===== src/design/sled_pkg.sv =====
// status indicator controller: shared constants, register map, source codes, states
// assumes a 125 MHz system clock; all widths here are fixed
package sled_pkg;

  // time base
  localparam int CLOCK_MHZ      = 125;
  localparam int TICK_MS        = 4;
  localparam int TICK_CYCLES    = TICK_MS * 1000 * CLOCK_MHZ;
  localparam int WINDOW_MS      = 640;
  localparam int WINDOW_TICKS   = WINDOW_MS / TICK_MS;
  localparam int GRADE_STEPS    = 10;
  localparam int GRADE_SHIFT    = 4;
  localparam int STEP_SHIFT_ON  = 4;
  localparam int STEP_SHIFT_OFF = 3;
  localparam int PHASE_W        = 12;

  // register map
  localparam logic [15:0] REG_BLINK_ADDR = 16'h8C81;
  localparam logic [15:0] REG_CTRL_ADDR  = 16'h8C82;
  localparam logic [15:0] BLINK_RESET    = 16'h3636;
  localparam logic [15:0] CTRL_RESET     = 16'h8480;
  localparam logic [15:0] READ_NONE      = 16'h0000;

  // field positions
  localparam int ON_MSB   = 15;
  localparam int ON_LSB   = 8;
  localparam int OFF_MSB  = 7;
  localparam int OFF_LSB  = 0;
  localparam int EN_BIT   = 15;
  localparam int QUAL_BIT = 14;
  localparam int MODE_BIT = 13;
  localparam int SRC_MSB  = 12;
  localparam int SRC_LSB  = 8;

  localparam logic [2:0] PINMUX_OFF = 3'h7;

  typedef enum logic [4:0] {
    SRC_LINK_ANY   = 5'h00,
    SRC_LINK_SEND  = 5'h01,
    SRC_LINK_RECV  = 5'h02,
    SRC_LINK_ALONE = 5'h03,
    SRC_ANY        = 5'h04,
    SRC_SEND       = 5'h05,
    SRC_RECV       = 5'h06,
    SRC_ON         = 5'h0D,
    SRC_OFF        = 5'h0E,
    SRC_BLINK      = 5'h0F,
    SRC_HIGH_SWING = 5'h10,
    SRC_LOW_SWING  = 5'h11,
    SRC_LEADER     = 5'h12,
    SRC_FOLLOWER   = 5'h13,
    SRC_MISMATCH   = 5'h14,
    SRC_NEG_GOOD   = 5'h15,
    SRC_NEG_DONE   = 5'h16,
    SRC_TRAIN_TMR  = 5'h17,
    SRC_LOC_RCVR   = 5'h18,
    SRC_REM_RCVR   = 5'h19,
    SRC_REF_CLK    = 5'h1A,
    SRC_TX_CLK     = 5'h1B,
    SRC_FAST_CLK   = 5'h1C,
    SRC_ROLE_FAULT = 5'h1D
  } sled_src_t;

  typedef enum logic [1:0] {
    ST_STEADY,
    ST_OFF,
    ST_ON
  } sled_state_t;

endpackage : sled_pkg


===== src/design/sled_tick.sv =====
// status indicator controller: periodic time-base tick generator
// assumes one free-running system clock and synchronous reset
`timescale 1ns/10ps
module sled_tick #(
  parameter int CYCLES = sled_pkg::TICK_CYCLES
) (
  input  wire logic clock,
  input  wire logic reset,
  output logic      tick
);

  localparam int CW = $clog2(CYCLES + 1);
  localparam logic [CW-1:0] LAST = CW'(CYCLES - 1);

  logic [CW-1:0] cnt_ff;
  logic          tick_ff;
  wire           wrap = (cnt_ff == LAST);
  wire [CW-1:0]  nxt_cnt = wrap ? '0 : CW'(cnt_ff + 1'b1);

  always_ff @(posedge clock) begin
    if (reset) begin
      cnt_ff  <= '0;
      tick_ff <= 1'b0;
    end else begin
      cnt_ff  <= nxt_cnt;
      tick_ff <= wrap;
    end
  end

  assign tick = tick_ff;

endmodule : sled_tick


===== src/design/sled_grader.sv =====
// status indicator controller: activity grader in tenths over a measurement window
// assumes tick is a one-cycle pulse from the time base, activity from the same clock
`timescale 1ns/10ps
module sled_grader (
  input  wire logic       clock,
  input  wire logic       reset,
  input  wire logic       tick,
  input  wire logic       activity,
  output logic [3:0]      level
);

  localparam logic [7:0] WIN_LAST = 8'(sled_pkg::WINDOW_TICKS - 1);
  localparam logic [3:0] MAX_LVL  = 4'(sled_pkg::GRADE_STEPS);

  logic [7:0] win_ff;
  logic [7:0] busy_ff;
  logic       seen_ff;
  logic [3:0] level_ff;

  wire       win_end  = tick & (win_ff == WIN_LAST);
  wire [7:0] busy_inc = 8'(busy_ff + {7'h00, seen_ff | activity});
  wire [3:0] raw_lvl  = 4'(busy_inc >> sled_pkg::GRADE_SHIFT);
  wire [3:0] nxt_lvl  = (raw_lvl > MAX_LVL) ? MAX_LVL : raw_lvl;

  // activity between ticks is remembered so short bursts still count
  always_ff @(posedge clock) begin
    if (reset) begin
      win_ff   <= 8'h00;
      busy_ff  <= 8'h00;
      seen_ff  <= 1'b0;
      level_ff <= 4'h0;
    end else if (tick) begin
      win_ff   <= win_end ? 8'h00 : 8'(win_ff + 1'b1);
      busy_ff  <= win_end ? 8'h00 : busy_inc;
      seen_ff  <= 1'b0;
      level_ff <= win_end ? nxt_lvl : level_ff;
    end else begin
      seen_ff  <= seen_ff | activity;
    end
  end

  assign level = level_ff;

endmodule : sled_grader


===== src/design/sled_ctrl.sv =====
// status indicator controller: register pair, source selection, blink engine, pin drive
// assumes status and activity inputs come from logic on the same clock,
// clock sources for pass-through arrive from other domains
`timescale 1ns/10ps

// Function
// - blinking on phase lasts on-time field times 4 ms
// - blinking off phase lasts off-time field times 4 ms
// - mode 0 with blink source: off phase first, then on, repeating
// - mode 1 with blink source: on phase first, then off, repeating
// - both times zero: pin follows selected activity signal live
// - link plus activity sources: on when link up idle, off otherwise
// - pure activity sources: off when idle, on with activity
// - on-time in bits 15:8, off-time 7:0, reset 0x36 each
// - enable bit 15, reset 1; cleared forces indicator off
// - qualify bit 14 gates swing and role indications with link
// - mode bit 13 clear: blink on activity at programmed rate
// - mode bit set: grade activity in tenths, longer off, shorter on
// - graded level re-evaluated after each 640 ms window
// - source selector field, reset 4, picks what drives the pin
// - codes 0 to 6 are link/traffic combinations in listed order
// - clock selections bypass blink logic and drive clock to pin
// - status selections drive pin statically from signal level
// - other selections are never gated with link status
// - pin not driven when its pin-mux select holds 111
module sled_ctrl #(
  parameter int TICK_CYCLES = sled_pkg::TICK_CYCLES
) (
  input  wire logic        clock,
  input  wire logic        reset,
  // management register access
  input  wire logic [15:0] reg_addr,
  input  wire logic [15:0] reg_wdata,
  input  wire logic        reg_wr_en,
  output logic [15:0]      reg_rdata,
  // pin multiplexer select held elsewhere
  input  wire logic [2:0]  pinmux_select,
  // link and traffic status
  input  wire logic        link_up,
  input  wire logic        send_traffic,
  input  wire logic        recv_traffic,
  // static status indications
  input  wire logic        high_swing_level,
  input  wire logic        low_swing_level,
  input  wire logic        role_leader,
  input  wire logic        role_resolution_fault,
  input  wire logic        mismatched_link_setup,
  input  wire logic        negotiated_link_good,
  input  wire logic        negotiation_done,
  input  wire logic        training_timer_flag,
  input  wire logic        local_receiver_ok,
  input  wire logic        remote_receiver_ok,
  // clock sources for pass-through, foreign domains
  input  wire logic        ref_clock_out_src,
  input  wire logic        transmit_clock_out_src,
  input  wire logic        fast_clock_out_src,
  // indicator pin
  output logic             second_indicator_pin,
  output logic             second_indicator_pin_oe
);

  // registers
  logic [15:0] blink_ff;
  logic [15:0] ctrl_ff;
  logic [15:0] rdata_ff;

  // writes to any other address fall through silently
  wire         hit_blink = reg_wr_en & (reg_addr == sled_pkg::REG_BLINK_ADDR);
  wire         hit_ctrl  = reg_wr_en & (reg_addr == sled_pkg::REG_CTRL_ADDR);
  wire [15:0]  nxt_rdata = (reg_addr == sled_pkg::REG_BLINK_ADDR) ? blink_ff :
                           (reg_addr == sled_pkg::REG_CTRL_ADDR)  ? ctrl_ff  :
                           sled_pkg::READ_NONE;

  // each register keeps its own short process
  always_ff @(posedge clock) begin
    if (reset) begin
      blink_ff <= sled_pkg::BLINK_RESET;
    end else begin
      blink_ff <= hit_blink ? reg_wdata : blink_ff;
    end
  end

  always_ff @(posedge clock) begin
    if (reset) begin
      ctrl_ff <= sled_pkg::CTRL_RESET;
    end else begin
      ctrl_ff <= hit_ctrl ? reg_wdata : ctrl_ff;
    end
  end

  // read data is registered, so it lags the address by one cycle
  always_ff @(posedge clock) begin
    if (reset) begin
      rdata_ff <= sled_pkg::READ_NONE;
    end else begin
      rdata_ff <= nxt_rdata;
    end
  end

  // field views
  wire [7:0] on_interval_ticks      = blink_ff[sled_pkg::ON_MSB:sled_pkg::ON_LSB];
  wire [7:0] off_interval_ticks     = blink_ff[sled_pkg::OFF_MSB:sled_pkg::OFF_LSB];
  wire       indicator_enable       = ctrl_ff[sled_pkg::EN_BIT];
  wire       gate_with_link_state   = ctrl_ff[sled_pkg::QUAL_BIT];
  wire       indicator_mode_select  = ctrl_ff[sled_pkg::MODE_BIT];
  wire [4:0] indicator_source_select = ctrl_ff[sled_pkg::SRC_MSB:sled_pkg::SRC_LSB];

  // clock pass-through sources are synchronised; only slow sources survive sampling
  logic [2:0] clk_meta_ff;
  logic [2:0] clk_sync_ff;
  wire  [2:0] clk_raw = {fast_clock_out_src, transmit_clock_out_src, ref_clock_out_src};

  genvar gi;
  generate
    for (gi = 0; gi < 3; gi++) begin : g_sync
      always_ff @(posedge clock) begin
        if (reset) begin
          clk_meta_ff[gi] <= 1'b0;
          clk_sync_ff[gi] <= 1'b0;
        end else begin
          clk_meta_ff[gi] <= clk_raw[gi];
          clk_sync_ff[gi] <= clk_meta_ff[gi];
        end
      end
    end
  endgenerate

  // time base and activity grader
  logic       tick;
  logic [3:0] level;

  sled_tick #(
    .CYCLES   (TICK_CYCLES)
  ) u_tick (
    .clock    (clock),
    .reset    (reset),
    .tick     (tick)
  );

  // source decode
  wire any_traffic  = send_traffic | recv_traffic;
  wire sel_is_combo = (indicator_source_select == sled_pkg::SRC_LINK_ANY)  |
                      (indicator_source_select == sled_pkg::SRC_LINK_SEND) |
                      (indicator_source_select == sled_pkg::SRC_LINK_RECV) |
                      (indicator_source_select == sled_pkg::SRC_LINK_ALONE);
  wire sel_is_pure  = (indicator_source_select == sled_pkg::SRC_ANY)  |
                      (indicator_source_select == sled_pkg::SRC_SEND) |
                      (indicator_source_select == sled_pkg::SRC_RECV);
  wire sel_is_blink = (indicator_source_select == sled_pkg::SRC_BLINK);

  // selected traffic for the timed functions
  logic sel_traffic;
  always_comb begin
    unique case (indicator_source_select)
      sled_pkg::SRC_LINK_ANY,
      sled_pkg::SRC_ANY:       sel_traffic = any_traffic;
      sled_pkg::SRC_LINK_SEND,
      sled_pkg::SRC_SEND:      sel_traffic = send_traffic;
      sled_pkg::SRC_LINK_RECV,
      sled_pkg::SRC_RECV:      sel_traffic = recv_traffic;
      default:                 sel_traffic = 1'b0;
    endcase
  end

  sled_grader u_grader (
    .clock    (clock),
    .reset    (reset),
    .tick     (tick),
    .activity (sel_traffic),
    .level    (level)
  );

  // idle level and live level
  wire steady_level = sel_is_combo & link_up;
  wire live_level   = sel_is_combo ? (link_up & ~sel_traffic) : sel_traffic;
  wire times_zero   = (on_interval_ticks == 8'h00) & (off_interval_ticks == 8'h00);

  // phase counter width covers the longest graded off interval
  localparam int PW = sled_pkg::PHASE_W;

  // graded lengths: higher activity shortens on and lengthens off
  wire [PW-1:0] on_base   = PW'(on_interval_ticks);
  wire [PW-1:0] off_base  = PW'(off_interval_ticks);
  wire [PW-1:0] on_step   = PW'(on_interval_ticks >> sled_pkg::STEP_SHIFT_ON);
  wire [PW-1:0] off_step  = PW'(off_interval_ticks >> sled_pkg::STEP_SHIFT_OFF);
  wire [PW-1:0] on_cut    = PW'(PW'(level) * on_step);
  wire [PW-1:0] off_add   = PW'(PW'(level) * off_step);
  wire [PW-1:0] on_len    = indicator_mode_select ? PW'(on_base - on_cut) : on_base;
  wire [PW-1:0] off_len   = indicator_mode_select ? PW'(off_base + off_add) : off_base;

  // blink engine
  sled_pkg::sled_state_t state_ff;
  sled_pkg::sled_state_t nxt_state;
  logic [PW-1:0]         cnt_ff;
  logic [PW-1:0]         nxt_cnt;
  logic                  seen_ff;
  logic                  nxt_seen;

  wire timed    = sel_is_blink | ((sel_is_combo | sel_is_pure) & ~times_zero);
  wire want_run = sel_is_blink | sel_traffic;
  wire expired  = tick & (cnt_ff <= PW'(1));
  wire first_on = indicator_mode_select;
  // the cycle that ends a full off+on or on+off pair
  wire pair_end = expired & (((state_ff == sled_pkg::ST_ON)  & ~first_on) |
                             ((state_ff == sled_pkg::ST_OFF) &  first_on));

  always_comb begin
    nxt_state = state_ff;
    nxt_cnt   = (tick && cnt_ff != '0) ? PW'(cnt_ff - 1'b1) : cnt_ff;
    nxt_seen  = seen_ff | sel_traffic;
    if (!timed) begin
      nxt_state = sled_pkg::ST_STEADY;
      nxt_cnt   = '0;
      nxt_seen  = 1'b0;
    end else begin
      unique case (state_ff)
        sled_pkg::ST_STEADY: begin
          if (want_run) begin
            nxt_state = first_on ? sled_pkg::ST_ON : sled_pkg::ST_OFF;
            nxt_cnt   = first_on ? on_len : off_len;
            nxt_seen  = sel_traffic;
          end
        end
        sled_pkg::ST_OFF: begin
          if (expired) begin
            if (pair_end && !(sel_is_blink || seen_ff || sel_traffic)) begin
              nxt_state = sled_pkg::ST_STEADY;
            end else begin
              nxt_state = sled_pkg::ST_ON;
              nxt_cnt   = on_len;
            end
            nxt_seen  = pair_end ? sel_traffic : nxt_seen;
          end
        end
        sled_pkg::ST_ON: begin
          if (expired) begin
            if (pair_end && !(sel_is_blink || seen_ff || sel_traffic)) begin
              nxt_state = sled_pkg::ST_STEADY;
            end else begin
              nxt_state = sled_pkg::ST_OFF;
              nxt_cnt   = off_len;
            end
            nxt_seen  = pair_end ? sel_traffic : nxt_seen;
          end
        end
        default: begin
          nxt_state = sled_pkg::ST_STEADY;
        end
      endcase
    end
  end

  always_ff @(posedge clock) begin
    if (reset) begin
      state_ff <= sled_pkg::ST_STEADY;
    end else begin
      state_ff <= nxt_state;
    end
  end

  // counter moves on ticks only: a first interval may run short by one tick
  always_ff @(posedge clock) begin
    if (reset) begin
      cnt_ff <= '0;
    end else begin
      cnt_ff <= nxt_cnt;
    end
  end

  always_ff @(posedge clock) begin
    if (reset) begin
      seen_ff <= 1'b0;
    end else begin
      seen_ff <= nxt_seen;
    end
  end

  wire blink_level = (state_ff == sled_pkg::ST_ON)  ? 1'b1 :
                     (state_ff == sled_pkg::ST_OFF) ? 1'b0 :
                     steady_level;

  // only swing and role indications may be link gated
  wire qual = ~gate_with_link_state | link_up;

  // one source per code; unused codes leave the pin dark
  logic src_level;
  always_comb begin
    unique case (indicator_source_select)
      sled_pkg::SRC_LINK_ANY,
      sled_pkg::SRC_LINK_SEND,
      sled_pkg::SRC_LINK_RECV,
      sled_pkg::SRC_LINK_ALONE,
      sled_pkg::SRC_ANY,
      sled_pkg::SRC_SEND,
      sled_pkg::SRC_RECV:       src_level = times_zero ? live_level : blink_level;
      sled_pkg::SRC_ON:         src_level = 1'b1;
      sled_pkg::SRC_OFF:        src_level = 1'b0;
      sled_pkg::SRC_BLINK:      src_level = times_zero ? 1'b1 : blink_level;
      sled_pkg::SRC_HIGH_SWING: src_level = high_swing_level & qual;
      sled_pkg::SRC_LOW_SWING:  src_level = low_swing_level & qual;
      sled_pkg::SRC_LEADER:     src_level = role_leader & qual;
      sled_pkg::SRC_FOLLOWER:   src_level = ~role_leader & qual;
      sled_pkg::SRC_ROLE_FAULT: src_level = role_resolution_fault;
      sled_pkg::SRC_MISMATCH:   src_level = mismatched_link_setup;
      sled_pkg::SRC_NEG_GOOD:   src_level = negotiated_link_good;
      sled_pkg::SRC_NEG_DONE:   src_level = negotiation_done;
      sled_pkg::SRC_TRAIN_TMR:  src_level = training_timer_flag;
      sled_pkg::SRC_LOC_RCVR:   src_level = local_receiver_ok;
      sled_pkg::SRC_REM_RCVR:   src_level = remote_receiver_ok;
      sled_pkg::SRC_REF_CLK:    src_level = clk_sync_ff[0];
      sled_pkg::SRC_TX_CLK:     src_level = clk_sync_ff[1];
      sled_pkg::SRC_FAST_CLK:   src_level = clk_sync_ff[2];
      default:                  src_level = 1'b0;
    endcase
  end

  // pin registers
  logic pin_ff;
  logic pin_oe_ff;
  wire  nxt_pin    = indicator_enable & src_level;
  wire  nxt_pin_oe = (pinmux_select != sled_pkg::PINMUX_OFF);

  // enable gates after selection so a disabled pin is dark for every source
  always_ff @(posedge clock) begin
    if (reset) begin
      pin_ff <= 1'b0;
    end else begin
      pin_ff <= nxt_pin;
    end
  end

  always_ff @(posedge clock) begin
    if (reset) begin
      pin_oe_ff <= 1'b0;
    end else begin
      pin_oe_ff <= nxt_pin_oe;
    end
  end

  assign second_indicator_pin    = pin_ff;
  assign second_indicator_pin_oe = pin_oe_ff;
  assign reg_rdata               = rdata_ff;

endmodule : sled_ctrl


===== config.mk =====
export PLATFORM = sky130hd
export DESIGN_NAME = sled_ctrl
export DESIGN_NICKNAME = d
export VERILOG_FILES = /design/src/design/sled_pkg.sv /design/src/design/sled_tick.sv /design/src/design/sled_grader.sv /design/src/design/sled_ctrl.sv
export SDC_FILE = /design/constraint.sdc
export NUM_CORES = 1
export LEC_CHECK = 0
export ABC_AREA = 1
export BUFFER_PORTS_ARGS = -buffer_cell sky130_fd_sc_hd__buf_2
export CORE_ASPECT_RATIO = 1.2
export CORE_MARGIN = 3
export CORE_UTILIZATION = 40
export CTS_CLUSTER_DIAMETER = 50
export DETAILED_ROUTE_END_ITERATION = 7
export REMOVE_ABC_BUFFERS = 1
export SYNTH_ARGS = -nofsm -noshare
export SYNTH_HDL_FRONTEND = slang
export SYNTH_SLANG_ARGS = --single-unit

===== constraint.sdc =====
create_clock -name clock -period 4.2 [get_ports clock]
set_input_delay 0.21 -clock clock [delete_from_list [all_inputs] [get_ports clock]]
set_output_delay 0.21 -clock clock [all_outputs]
set_load 0.01 [all_outputs]

* After elaboration in Yosys (flattened, before gate mapping)
Index checks and enable logic that the tools add are counted.
** Operators by class
- $add $sub $neg :: 6
- Reduce and logical (&&, ||, !) cells :: 20
- Multiply operators :: 2
- Order comparisons :: 2
- Multiplexer cells :: 33
- Bitwise operators :: 35
- Equal/unequal tests :: 32
** Operators by type and width (number)
- $mux W12 :: 8
- $eq A5 B5 Y1 const B :: 14
- $pmux W12 S3 :: 1
- $eq A16 B16 Y1 const B :: 2
- $mux W16 :: 2
- $add A19 B1 Y19 const B :: 1
- $eq A19 B19 Y1 const B :: 1
- $pmux W1 S17 :: 1
- $and A1 B1 Y1 :: 16
- $logic_not A8 Y1 :: 2
- $mux W8 :: 2
- $eq A5 B3 Y1 const B :: 3
- $reduce_or A2 Y1 :: 7
- $or A1 B1 Y1 :: 13
- $le A12 B1 Y1 const B :: 1
- $reduce_bool A12 Y1 :: 1
- $sub A12 B1 Y12 const B :: 1
- $add A8 B9 Y10 :: 1
- $eq A5 B2 Y1 const B :: 2
- $eq A5 B4 Y1 const B :: 2
- $mux W10 :: 1
- $mux W2 :: 5
- $mul A4 B5 Y9 :: 1
- $mux W1 :: 9
- 24 further kinds :: 33
** Word-level totals
- Input port bits :: 54
- Logic and storage cells :: 150
- Output and inout port bits :: 18
- Bits in registers :: 112

* Longest topological paths before layout
Gate-level depths: netlist (run 1).
- Word-level depth :: 10
- Depth in mapped cells :: 22
- Gate-level depth less buffers :: 21

* By module
From an unflattened synthesis (run 1), not the netlist that was laid out.
** Unflattened totals
- Cells, all modules :: 1184
- Area total of the unflattened synthesis :: 7702.4 um2
** Modules (own cells, without submodules)
- sled_ctrl :: cells an instance 893, sequential area each 1421.4 um2, area an instance 5664.2 um2, instances 1
- sled_grader :: cells an instance 144, sequential area each 420.4 um2, area an instance 1022.2 um2, instances 1
- sled_tick :: cells an instance 147, sequential area each 400.4 um2, area an instance 1016.0 um2, instances 1

* Worst setup path before layout (run 1)
OpenSTA, ideal clock, no wires.
- Path kind :: register to register
- From :: register u_grader.level_ff[2], in the netlist u_grader.level[2]
- To :: register cnt_ff[5]
- Setup time :: 0.123 ns
- Data required time :: 4.077 ns
- Arrival :: 3.304 ns
- Slack :: 0.773 ns
- Clock period less this slack :: 3.427 ns
- Cell stages (with the launch flop) :: 21
- Buffers on the path :: 1
- Cells stage by stage :: dfxtp_1 -> clkbuf_1 -> nand2_1 -> inv_1 -> fa_1 -> fa_1 -> inv_1 -> fa_1 -> inv_1 -> ha_1 -> nand2_1 -> nand2_1 -> a21oi_1 -> xor2_1 -> nand2_1 -> nand2_1 -> nand2_1 -> nand2_1 -> nand2_1 -> nand2_1 -> a21oi_2
** Between the ends
- Cells in the longest elaborated chain, start to end :: 6
- Elaborated cells on any way between the ends :: 13
- Those cells by class :: 2 x add/sub; 2 x mul; 9 x mux
** RTL lines
- start: declaration :: RTL line sled_grader.sv:18 : logic [3:0] level_ff;
- start signal: assignment :: RTL line sled_grader.sv:36 : level_ff <= win_end ? nxt_lvl : level_ff;
- $mul A4 B5 Y9 or $mul A4 B4 Y8 (tied branches) :: RTL line sled_ctrl.sv:187, sled_ctrl.sv:186
- $add A8 B9 Y10 or $sub A8 B8 Y9 (tied branches) :: RTL line sled_ctrl.sv:189, sled_ctrl.sv:188
- $mux W10 or $mux W12 (tied branches) :: RTL line sled_ctrl.sv:189, sled_ctrl.sv:188
- $mux W12, on equally long branches :: RTL line sled_ctrl.sv:237, sled_ctrl.sv:220, sled_ctrl.sv:226
- $mux W12, on equally long branches :: RTL line sled_ctrl.sv:236, sled_ctrl.sv:218, sled_ctrl.sv:225
- $pmux W12 S3 (*) :: RTL line sled_ctrl.sv:216 : unique case (state_ff)
- end signal: assignment :: RTL line sled_ctrl.sv:266 : cnt_ff <= nxt_cnt;
- end: declaration :: RTL line sled_ctrl.sv:194 : logic [PW-1:0] cnt_ff;
Mark *: on every way between the ends. The rest lies on a longest branch, timed or not.
A chain may end at the register's enable or synchronous reset.

* Final worst setup path (run 1)
- From :: register u_grader.level_ff[3], in the netlist u_grader.level[3]
- To :: register cnt_ff[5]
Same word-level chain as after synthesis.

==> out/results.txt, run 1 <==
Post-synth EDFFs: 0
Final Critical Period: 3.677 ns
Pint: 0.001768 W
largest area contributor in the netlist: dfxtp_1
Switch Pwr: 0.0007843 W
first-pass GRT wire length: 32020 microns
Crit path arrival time: 3.92 ns
CTS max path bufs: 2
TritonCTS buffer count: 9
Mapped Area: 7629 sq um
reg2reg setup slack: 0.52 ns
fin crit share: 87.55%
worst hold path class: input port to flip-flop
Hold Path Sink: clk_meta_ff[2]
top_reg_cell synth: dfxtp_1
Worst-Margin Slew: 0.8529 ns
TritonCTS clock tree: built
via count: 6945
DRT antenna net count: 0
PortBufs: 71
yosys warns: 0
most instantiated cells after synthesis: nand2_1 (293), inv_1 (173), dfxtp_1 (112), nor2_1 (90), nand3_1 (86)
synthesis-stage register bit count: 112
sw frac: 30.73%
Total Wirelength: 19040 microns
Worst setup SP type: flip-flop
Reg power frac: 44.1%
final net count: 1293
cell repeated most along the worst path: nand2_1
Post-DP Area: 8205 sq um
Iteration-0 DRC Markers: 312
async set or reset register ratio after synthesis: 0%
crit-path cells: nand2_1 -> fa_1 -> fa_1 -> fa_1 -> inv_1 -> ha_1 -> nand2_1 -> inv_1 -> a21oi_1 -> xor2_1 -> nand2_1 -> nand2_1 -> nand2_1 -> nand2_1 -> nand2_1 -> nand2_1 -> a21oi_2
DR WL/cell: 13.31 microns
Worst EP required: 4.44 ns
syn_area_per_cell: 6.830 sq um
Die ar.: 20770 sq um
outcome: finished clean
Finished Cell Area: 8518 sq um
RR Startpoint: u_grader.level[3]
top-area cell type share of the netlist area: 29.39%
via density per instance: 4.857
Final Skew: 0.007908 ns
Worst-path clk slew: 0.08 ns
DIE WIDTH: 132.1 microns
Comb power frac: 20.2%
CP max-delay cell: dfxtp_1
antenna cell count: 0
power density over the cells: 299.6 nW/um^2
cts hold-fix bufs: 0
Clk Latency, worst-skew pair: 0.36 ns
initial antenna violation count: 0
CP peak stage delay: 0.58 ns
Crit path max-delay family: adder cells
VDD IR-drop max: 190.6 uV
post-cts repair resize count: 0
initial core utilization: 41.36%
# rows: 54
Root Driver: clkbuf_16
ranking of synthesized cells by area: dfxtp_1 (29%), nand2_1 (14%), inv_1 (8.5%)
Slew HR: 43.00%
unrepaired setup endpoints after global routing: no
Die Span Y: 157.3 microns
Non-Filler Instances: 1430
RR Endpoint: cnt_ff[5]
post-CTS setup buffer count: 0
HP Start: fast_clock_out_src
Reg2Reg Depth: 17
# IOs: 72
Max Freq: 0.2719 GHz
Slew Viols, Final: 0
largest net degree at the start of global routing: 39
final setup vio count: 0
Critical Path Start: u_grader.level[3]
GR Overflow Total: 0
Post-Synthesis Cells: 1117
# H-tree levels: 3
vias in the first global route: 6722
Final Hold Fails: 0
total core area: 18450 sq um
Synth cell types: 50
P&R area growth vs syn: 11.66%
Critical path buffers and inverters: 2
hold depth: 3
post-synthesis sequential area ratio: 29.39%
DRT Pass-1 Iters: 7
Sink Count: 112
CP max FO: 10
Max-Cap Viols: 0
routability-driven placement congestion ratio: 0.8826
setup TNS: 0 ns
placed insts: 1414
Worst setup EP type: flip-flop
top-count cell post-synth: nand2_1
leak pwr: 4.155 nW
layout cells sized above 1: 12.65%
Residual DRC: 0
Setup Crit Path Kind: flip-flop to flip-flop
clock power share: 35.7%
dpl hpwl: 14950 microns
GRT Util Overall: 18.82%
-- cell type report --
cell class	instances	area [sq um]
clock inverter	6	73.82
timing repair buffer	76	392.9
inverter	183	686.9
clock buffer	10	239.0
fill	1922	9927
tap	252	315.3
multi-input combinational	791	4568
sequential	112	2242
-- tightest hold or removal path, delay by kind of cell --
family | cells | cell delay [ns]
simple gates | 1 | 0.06
buf+inv | 2 | 0.11
-- stage by stage --
stage / utilization (%) / hold WS (ns) / power, W / setup slack, ns
2_1_floorplan: - / 0.2791 / 0.001534 / 0.8681
3_3_place_gp: 44.49 / 0.3943 / 0.001666 / 0.6020
3_5_place_dp: 44.49 / 0.3969 / 0.001666 / 0.5366
4_1_cts: 46.18 / 0.04074 / 0.002581 / 0.5280
5_1_grt: 46.18 / 0.05200 / 0.002695 / 0.1407
6_report: 46.18 / 0.05038 / 0.002552 / 0.5228
-- cells by family (layout without fill, tap and decap cells) --
family,after synthesis,count (layout),synth area share (%)
flip-flops,112,112,29.39
AND/OR/NAND/NOR,545,545,32.31
buffers and inverters,214,275,10.73
AO/OA/AOI/OAI,155,155,11.81
XOR/XNOR,25,25,2.870
adder cells (fa/ha/maj),66,66,12.89
-- registers in the layout, indices dropped and copies added (netlist names), 2 cells and up --
signal,flops
u_grader.win_ff,8
clk_sync_ff,3
u_tick.cnt_ff,19
ctrl_ff,16
state_ff,2
u_grader.level,4
clk_meta_ff,3
u_grader.busy_ff,8
blink_ff,16
cnt_ff,12
reg_rdata,16
-- cells in the final DEF (no fill, tap or decap), types with 5 or more instances in the layout --
| cell type | synthesis | final |
|---|---|---|
| a21oi_1 | 75 | 75 |
| ha_1 | 45 | 45 |
| nand2_2 | 11 | 11 |
| xor2_1 | 15 | 15 |
| buf_4 | 0 | 5 |
| o21ai_0 | 38 | 38 |
| a21oi_2 | 11 | 11 |
| xnor2_1 | 10 | 10 |
| dfxtp_1 | 112 | 112 |
| nand4_1 | 10 | 10 |
| buf_2 | 12 | 71 |
| nand3b_1 | 7 | 7 |
| nor3_1 | 16 | 16 |
| clkbuf_16 | 0 | 9 |
| nand3_1 | 86 | 86 |
| nand2_1 | 293 | 293 |
| nor2_1 | 90 | 90 |
| inv_1 | 173 | 173 |
| inv_2 | 8 | 8 |
| o211ai_1 | 5 | 5 |
| fa_1 | 21 | 21 |
-- power by group through the flow --
stage / Sequential, W / Combinational, W / Clock [W]
finish: 0.00113 / 0.000516 / 0.000910
floorplan: 0.00115 / 0.000388 / 0
global placement: 0.00115 / 0.000515 / 0
global route: 0.00113 / 0.000581 / 0.000982
CTS: 0.00113 / 0.000518 / 0.000937
detailed placement: 0.00115 / 0.000515 / 0
-- how the worst max path moves through the flow --
| stage | slack [ns] | cells past startpoint | endpoint |
|---|---|---|---|
| after global placement | 0.60 | 18 | cnt_ff[4] |
| after floorplan | 0.87 | 19 | cnt_ff[5] |
| final | 0.52 | 17 | cnt_ff[5] |
| after global routing | 0.14 | 20 | cnt_ff[7] |
| after CTS | 0.53 | 18 | cnt_ff[4] |
| after detailed placement | 0.54 | 18 | cnt_ff[4] |
-- routing by layer --
| layer | vias up | wire [microns] | track usage [%] |
|---|---|---|---|
| li1 | 3659 | - | - |
| met1 | 3180 | 8318 | 22.02 |
| met2 | 83 | 9773 | 35.18 |
| met3 | 23 | 496 | 2.270 |
| met4 | 0 | 451 | 7.254 |
| met5 | - | 0 | 0 |
No activity file was read; power rests on OpenSTA's default activity.
==> run 2, diff against run 1 <==
--- a/config.mk
+++ b/config.mk
@@ -8,7 +8,7 @@
 export ABC_AREA = 1
 export BUFFER_PORTS_ARGS = -buffer_cell sky130_fd_sc_hd__buf_2
 export CORE_ASPECT_RATIO = 1.2
-export CORE_MARGIN = 3
+export CORE_MARGIN = 2
 export CORE_UTILIZATION = 40
 export CTS_CLUSTER_DIAMETER = 50
 export DETAILED_ROUTE_END_ITERATION = 7
==> run 2 against run 1 <==
Non-clock buffer count did not move. Fmax rose by 1.6%. Core utilization fell by 0.65 points. Highest routed layer unchanged. Critical path type unchanged. Final cell count rose by 0.28%. Global-route usage rose by 0.65 points. Clock power rose by 8.0%. Flip-flop and latch count did not move.
==> out/results.txt, run 2 (synthesis gave the netlist of run 1 again) <==
post-CTS setup buffer count: 0
antenna cell count: 0
Slew Viols, Final: 0
Final Critical Period: 3.619 ns
Clk Latency, worst-skew pair: 0.37 ns
leak pwr: 4.164 nW
CTS max path bufs: 2
largest net degree at the start of global routing: 40
power density over the cells: 307.0 nW/um^2
Worst setup SP type: flip-flop
hold depth: 3
Root Driver: clkbuf_16
crit-path cells: nand2_1 -> inv_1 -> fa_1 -> fa_1 -> inv_1 -> fa_1 -> inv_1 -> ha_1 -> nand2_1 -> nand2_1 -> a21oi_1 -> xor2_1 -> nand2_1 -> nand2_1 -> nand2_1 -> nand2_1 -> nand2_1 -> nand2_1 -> a21oi_2
initial antenna violation count: 0
area of the multi-input gates: 4568 sq um
Max Freq: 0.2763 GHz
TritonCTS buffer count: 9
via density per instance: 4.798
outcome: finished clean
Final Skew: 0.007922 ns
Crit path arrival time: 3.87 ns
Worst-Margin Slew: 0.8349 ns
sequential cell area: 2242 sq um
Hold Path Sink: clk_meta_ff[2]
DRT Pass-1 Iters: 4
DR WL/cell: 13.02 microns
post-cts repair resize count: 0
Post-DP Area: 8210 sq um
P&R area growth vs syn: 12.12%
# IOs: 72
CP max FO: 10
Pint: 0.001817 W
Residual DRC: 0
Worst setup EP type: flip-flop
Slew HR: 44.28%
Final Hold Fails: 0
CP max-delay cell: dfxtp_1
Iteration-0 DRC Markers: 293
CP peak stage delay: 0.57 ns
layout cells sized above 1: 12.65%
DIE WIDTH: 130.1 microns
unrepaired setup endpoints after global routing: no
routability-driven placement congestion ratio: 0.8780
Sink Count: 112
reg2reg setup slack: 0.58 ns
via count: 6881
vias in the first global route: 6750
initial core utilization: 40.61%
# H-tree levels: 3
PortBufs: 71
final net count: 1293
GR Overflow Total: 0
Total Wirelength: 18680 microns
first-pass GRT wire length: 31620 microns
Setup Crit Path Kind: flip-flop to flip-flop
Finished Cell Area: 8553 sq um
Die Span Y: 155.3 microns
fin crit share: 86.16%
Die ar.: 20200 sq um
Reg2Reg Depth: 19
Worst EP required: 4.45 ns
VDD IR-drop max: 241.1 uV
Top reg by flops: u_tick.cnt_ff
Switch Pwr: 0.0008094 W
max reg flops: 19
RR Endpoint: cnt_ff[5]
Worst-path clk slew: 0.08 ns
sw frac: 30.82%
Reg power frac: 42.9%
setup TNS: 0 ns
Comb power frac: 19.6%
RR Startpoint: u_grader.level[3]
cell repeated most along the worst path: nand2_1
HP Start: fast_clock_out_src
most common cell after layout, fill and taps aside: nand2_1
dpl hpwl: 14650 microns
clock power share: 37.4%
Critical Path Start: u_grader.level[3]
fillers: 1974
TritonCTS clock tree: built
commonest non-fill, non-tap cells in the layout: nand2_1 (293), inv_1 (173), dfxtp_1 (112)
Max-Cap Viols: 0
DRT antenna net count: 0
cts hold-fix bufs: 0
final setup vio count: 0
GRT Util Overall: 19.47%
# rows: 55
worst hold path class: input port to flip-flop
total core area: 18790 sq um
## run 2: changes by cell type in the layout (fill, tap and decap cells not counted)
cell / delta
inv_6: +1
clkinv_2: -1
clkinv_8: +2
bufinv_16: +1
clkbuf_8: -1
inv_8: -2
## run 2: cell type report
class	count	area share [%]
clock inverters	7	1.375
well taps	256	3.745
flip-flops and latches	112	26.21
repair buffers	76	4.593
inverters	183	8.031
clock buffers	9	2.633
multi-input cells	791	53.41
## run 2: power by group through the flow
stage	logic (W)	registers, W	clock network (W)
4_1_cts	0.000519	0.00113	0.00100
6_report	0.000516	0.00113	0.000983
5_1_grt	0.000582	0.00113	0.00104
2_1_floorplan	0.000388	0.00115	0
3_3_place_gp	0.000513	0.00115	0
3_5_place_dp	0.000516	0.00115	0
## run 2: per-layer routing
metal | routed length, microns | vias to the layer above | track usage (%)
met3 | 498 | 25 | 3.026
met2 | 9423 | 74 | 35.48
li1 | - | 3642 | -
met5 | 0 | - | 0
met1 | 8388 | 3140 | 23.31
met4 | 365 | 0 | 5.786
## run 2: worst max path at each step
stage / to / slack, ns
after global placement: cnt_ff[4] / 0.52
after detailed placement: cnt_ff[4] / 0.55
final: cnt_ff[5] / 0.58
after global routing: cnt_ff[7] / 0.22
after CTS: cnt_ff[4] / 0.54
after floorplan: cnt_ff[5] / 0.87
## run 2: worst max-delay path, delay by kind of cell (launching register included)
family          cells  cell delay (ns)
compound gates      2             0.20
xor+xnor            1             0.16
simple gates        9             0.58
fa+ha+maj           4             1.80
flops               1             0.57
buf+inv             3             0.19
## run 2: stage by stage
stage          cells  power, W  setup slack (ns)  utilization [%]  hold slack (ns)
2_1_floorplan   1086  0.001534            0.8681                -           0.2791
3_3_place_gp    1418  0.001665            0.5238            43.70           0.3901
3_5_place_dp    1418  0.001668            0.5473            43.70           0.3948
4_1_cts         1434  0.002647            0.5391            45.53          0.03835
5_1_grt         1434  0.002754            0.2154            45.53          0.03258
6_report        1434  0.002626            0.5811            45.53          0.04287
==> run 3, diff against run 2 <==
==> constraint.sdc (replaced) <==
create_clock -name clock -period 4.2 [get_ports clock]
set_input_delay 0.42 -clock clock [delete_from_list [all_inputs] [get_ports clock]]
set_output_delay 0.42 -clock clock [all_outputs]
set_load 0.01 [all_outputs]
==> run 3 against run 2 <==
Register-to-register slack got worse by 0.08 ns. Flip-flop and latch count unchanged. Worst hold slack improved by 0.21 ns. Worst setup slack got worse by 0.075 ns. Routed wire length rose by 1.0%. Fmax decreased by 2.0%. Highest routed layer unchanged. Core utilization down 0.20 points. Clock-buffer cell count is 2 higher. Non-clock buffer count did not move. First-iteration DRC count decreased by 8.9%. Sequential power is essentially flat. Clock power fell by 11%.
==> out/results.txt, run 3 (synthesis gave the netlist of run 1 again) <==
outcome: finished clean
fin crit share: 87.95%
unrepaired setup endpoints after global routing: no
via count: 6929
Crit path arrival time: 3.94 ns
Die Span Y: 155.3 microns
setup TNS: 0 ns
DIE WIDTH: 130.1 microns
# IOs: 72
P&R area growth vs syn: 11.63%
DRT Pass-1 Iters: 5
Final Critical Period: 3.694 ns
Crit path max-delay family: adder cells
worst hold path class: input port to flip-flop
# rows: 55
Root Driver: clkbuf_16
CP max FO: 10
leak pwr: 4.153 nW
Non-Filler Instances: 1435
total core area: 18790 sq um
CP peak stage delay: 0.59 ns
DR WL/cell: 13.15 microns
Setup Crit Path Kind: flip-flop to flip-flop
TritonCTS clock tree: built
CTS max path bufs: 2
DRT antenna net count: 0
Max Freq: 0.2707 GHz
# H-tree levels: 3
post-cts repair resize count: 0
cell repeated most along the worst path: nand2_1
most common cell after layout, fill and taps aside: nand2_1
Total Wirelength: 18870 microns
Worst-Margin Slew: 0.8971 ns
cts hold-fix bufs: 0
power density over the cells: 295.1 nW/um^2
area of the multi-input gates: 4568 sq um
Worst setup SP type: flip-flop
Worst setup EP type: flip-flop
max reg flops: 19
vias in the first global route: 6773
sequential cell area: 2242 sq um
initial antenna violation count: 1
GR Overflow Total: 0
Slew Viols, Final: 0
placed insts: 1418
first-pass GRT wire length: 31880 microns
largest net degree at the start of global routing: 40
Iteration-0 DRC Markers: 267
Worst EP required: 4.44 ns
Die ar.: 20200 sq um
dpl hpwl: 14790 microns
Critical path buffers and inverters: 2
Worst-path clk slew: 0.08 ns
GRT Util Overall: 19.62%
Clk Latency, worst-skew pair: 0.37 ns
TritonCTS buffer count: 9
Max-Cap Viols: 0
final setup vio count: 0
VDD IR-drop max: 162.4 uV
Sink Count: 112
Slew HR: 40.13%
Final Hold Fails: 0
crit-path cells: nand2_1 -> fa_1 -> fa_1 -> fa_1 -> inv_1 -> ha_1 -> nand2_1 -> inv_1 -> nand2_1 -> nand2_1 -> xnor2_1 -> nand2_1 -> nand2_1 -> nand2_1 -> nand2_1 -> nand2_1 -> nand2_1 -> a21oi_2
post-CTS setup buffer count: 0
PortBufs: 71
Final Skew: 0.008327 ns
via density per instance: 4.829
routability-driven placement congestion ratio: 0.8782
layout cells sized above 1: 12.65%
CP max-delay cell: dfxtp_1
initial core utilization: 40.61%
final net count: 1293
commonest non-fill, non-tap cells in the layout: nand2_1 (293), inv_1 (173), dfxtp_1 (112)
Residual DRC: 0
fillers: 2013
Top reg by flops: u_tick.cnt_ff
-- run 3: final timing paths --
path | slack, ns | from | to | depth (start not counted)
max | 0.51 | u_grader.level[3] | cnt_ff[4] | 18
min | 0.26 | fast_clock_out_src | clk_meta_ff[2] | 3
max reg2reg | 0.51 | u_grader.level[3] | cnt_ff[4] | 18
min reg2reg | 0.41 | clk_meta_ff[1] | clk_sync_ff[1] | 2
-- run 3: report_power, final --
group          switching, W  total, W  internal, W
combinational      0.000331  0.000513     0.000182
clock              0.000428  0.000874     0.000446
sequential        0.0000288   0.00113      0.00110
total              0.000788   0.00251      0.00173
-- run 3: through the flow --
step	setup slack, ns	utilization, %	power [W]	hold slack (ns)	cell area (sq um)
final	0.5059	45.33	0.002513	0.2576	8516
after floorplan	0.8681	-	0.001534	0.3883	7497
after global routing	0.2214	45.33	0.002652	0.2668	8516
after CTS	0.5097	45.31	0.002537	0.2508	8513
after detailed placement	0.5281	43.70	0.001665	0.3964	8210
after global placement	0.5265	43.70	0.001665	0.3892	8210
-- run 3: final cells by class --
type                       count  share of cell area [%]
multi-input combinational    791                   53.64
sequential                   112                   26.33
inverter                     183                   8.066
timing repair buffer          76                   4.614
tap                          256                   3.761
clock buffer                  11                   2.968
clock inverter                 5                  0.5877
antenna                        1                 0.02939
-- run 3: metal layers --
layer  wire (microns)  vias to the layer above  track usage [%]  share of wire [%]
met5                0                        -                0                  0
met4              537                        0            7.015                2.8
met1             8362                     3163            23.59                 44
met3              389                       34            2.751                2.1
li1                 -                     3661                -                  -
met2             9583                       71            35.28                 51
-- run 3: worst min-delay path, stage by stage --
cell and delay (ns):
buf_2 0.08, inv_1 0.03, nor2_1 0.06
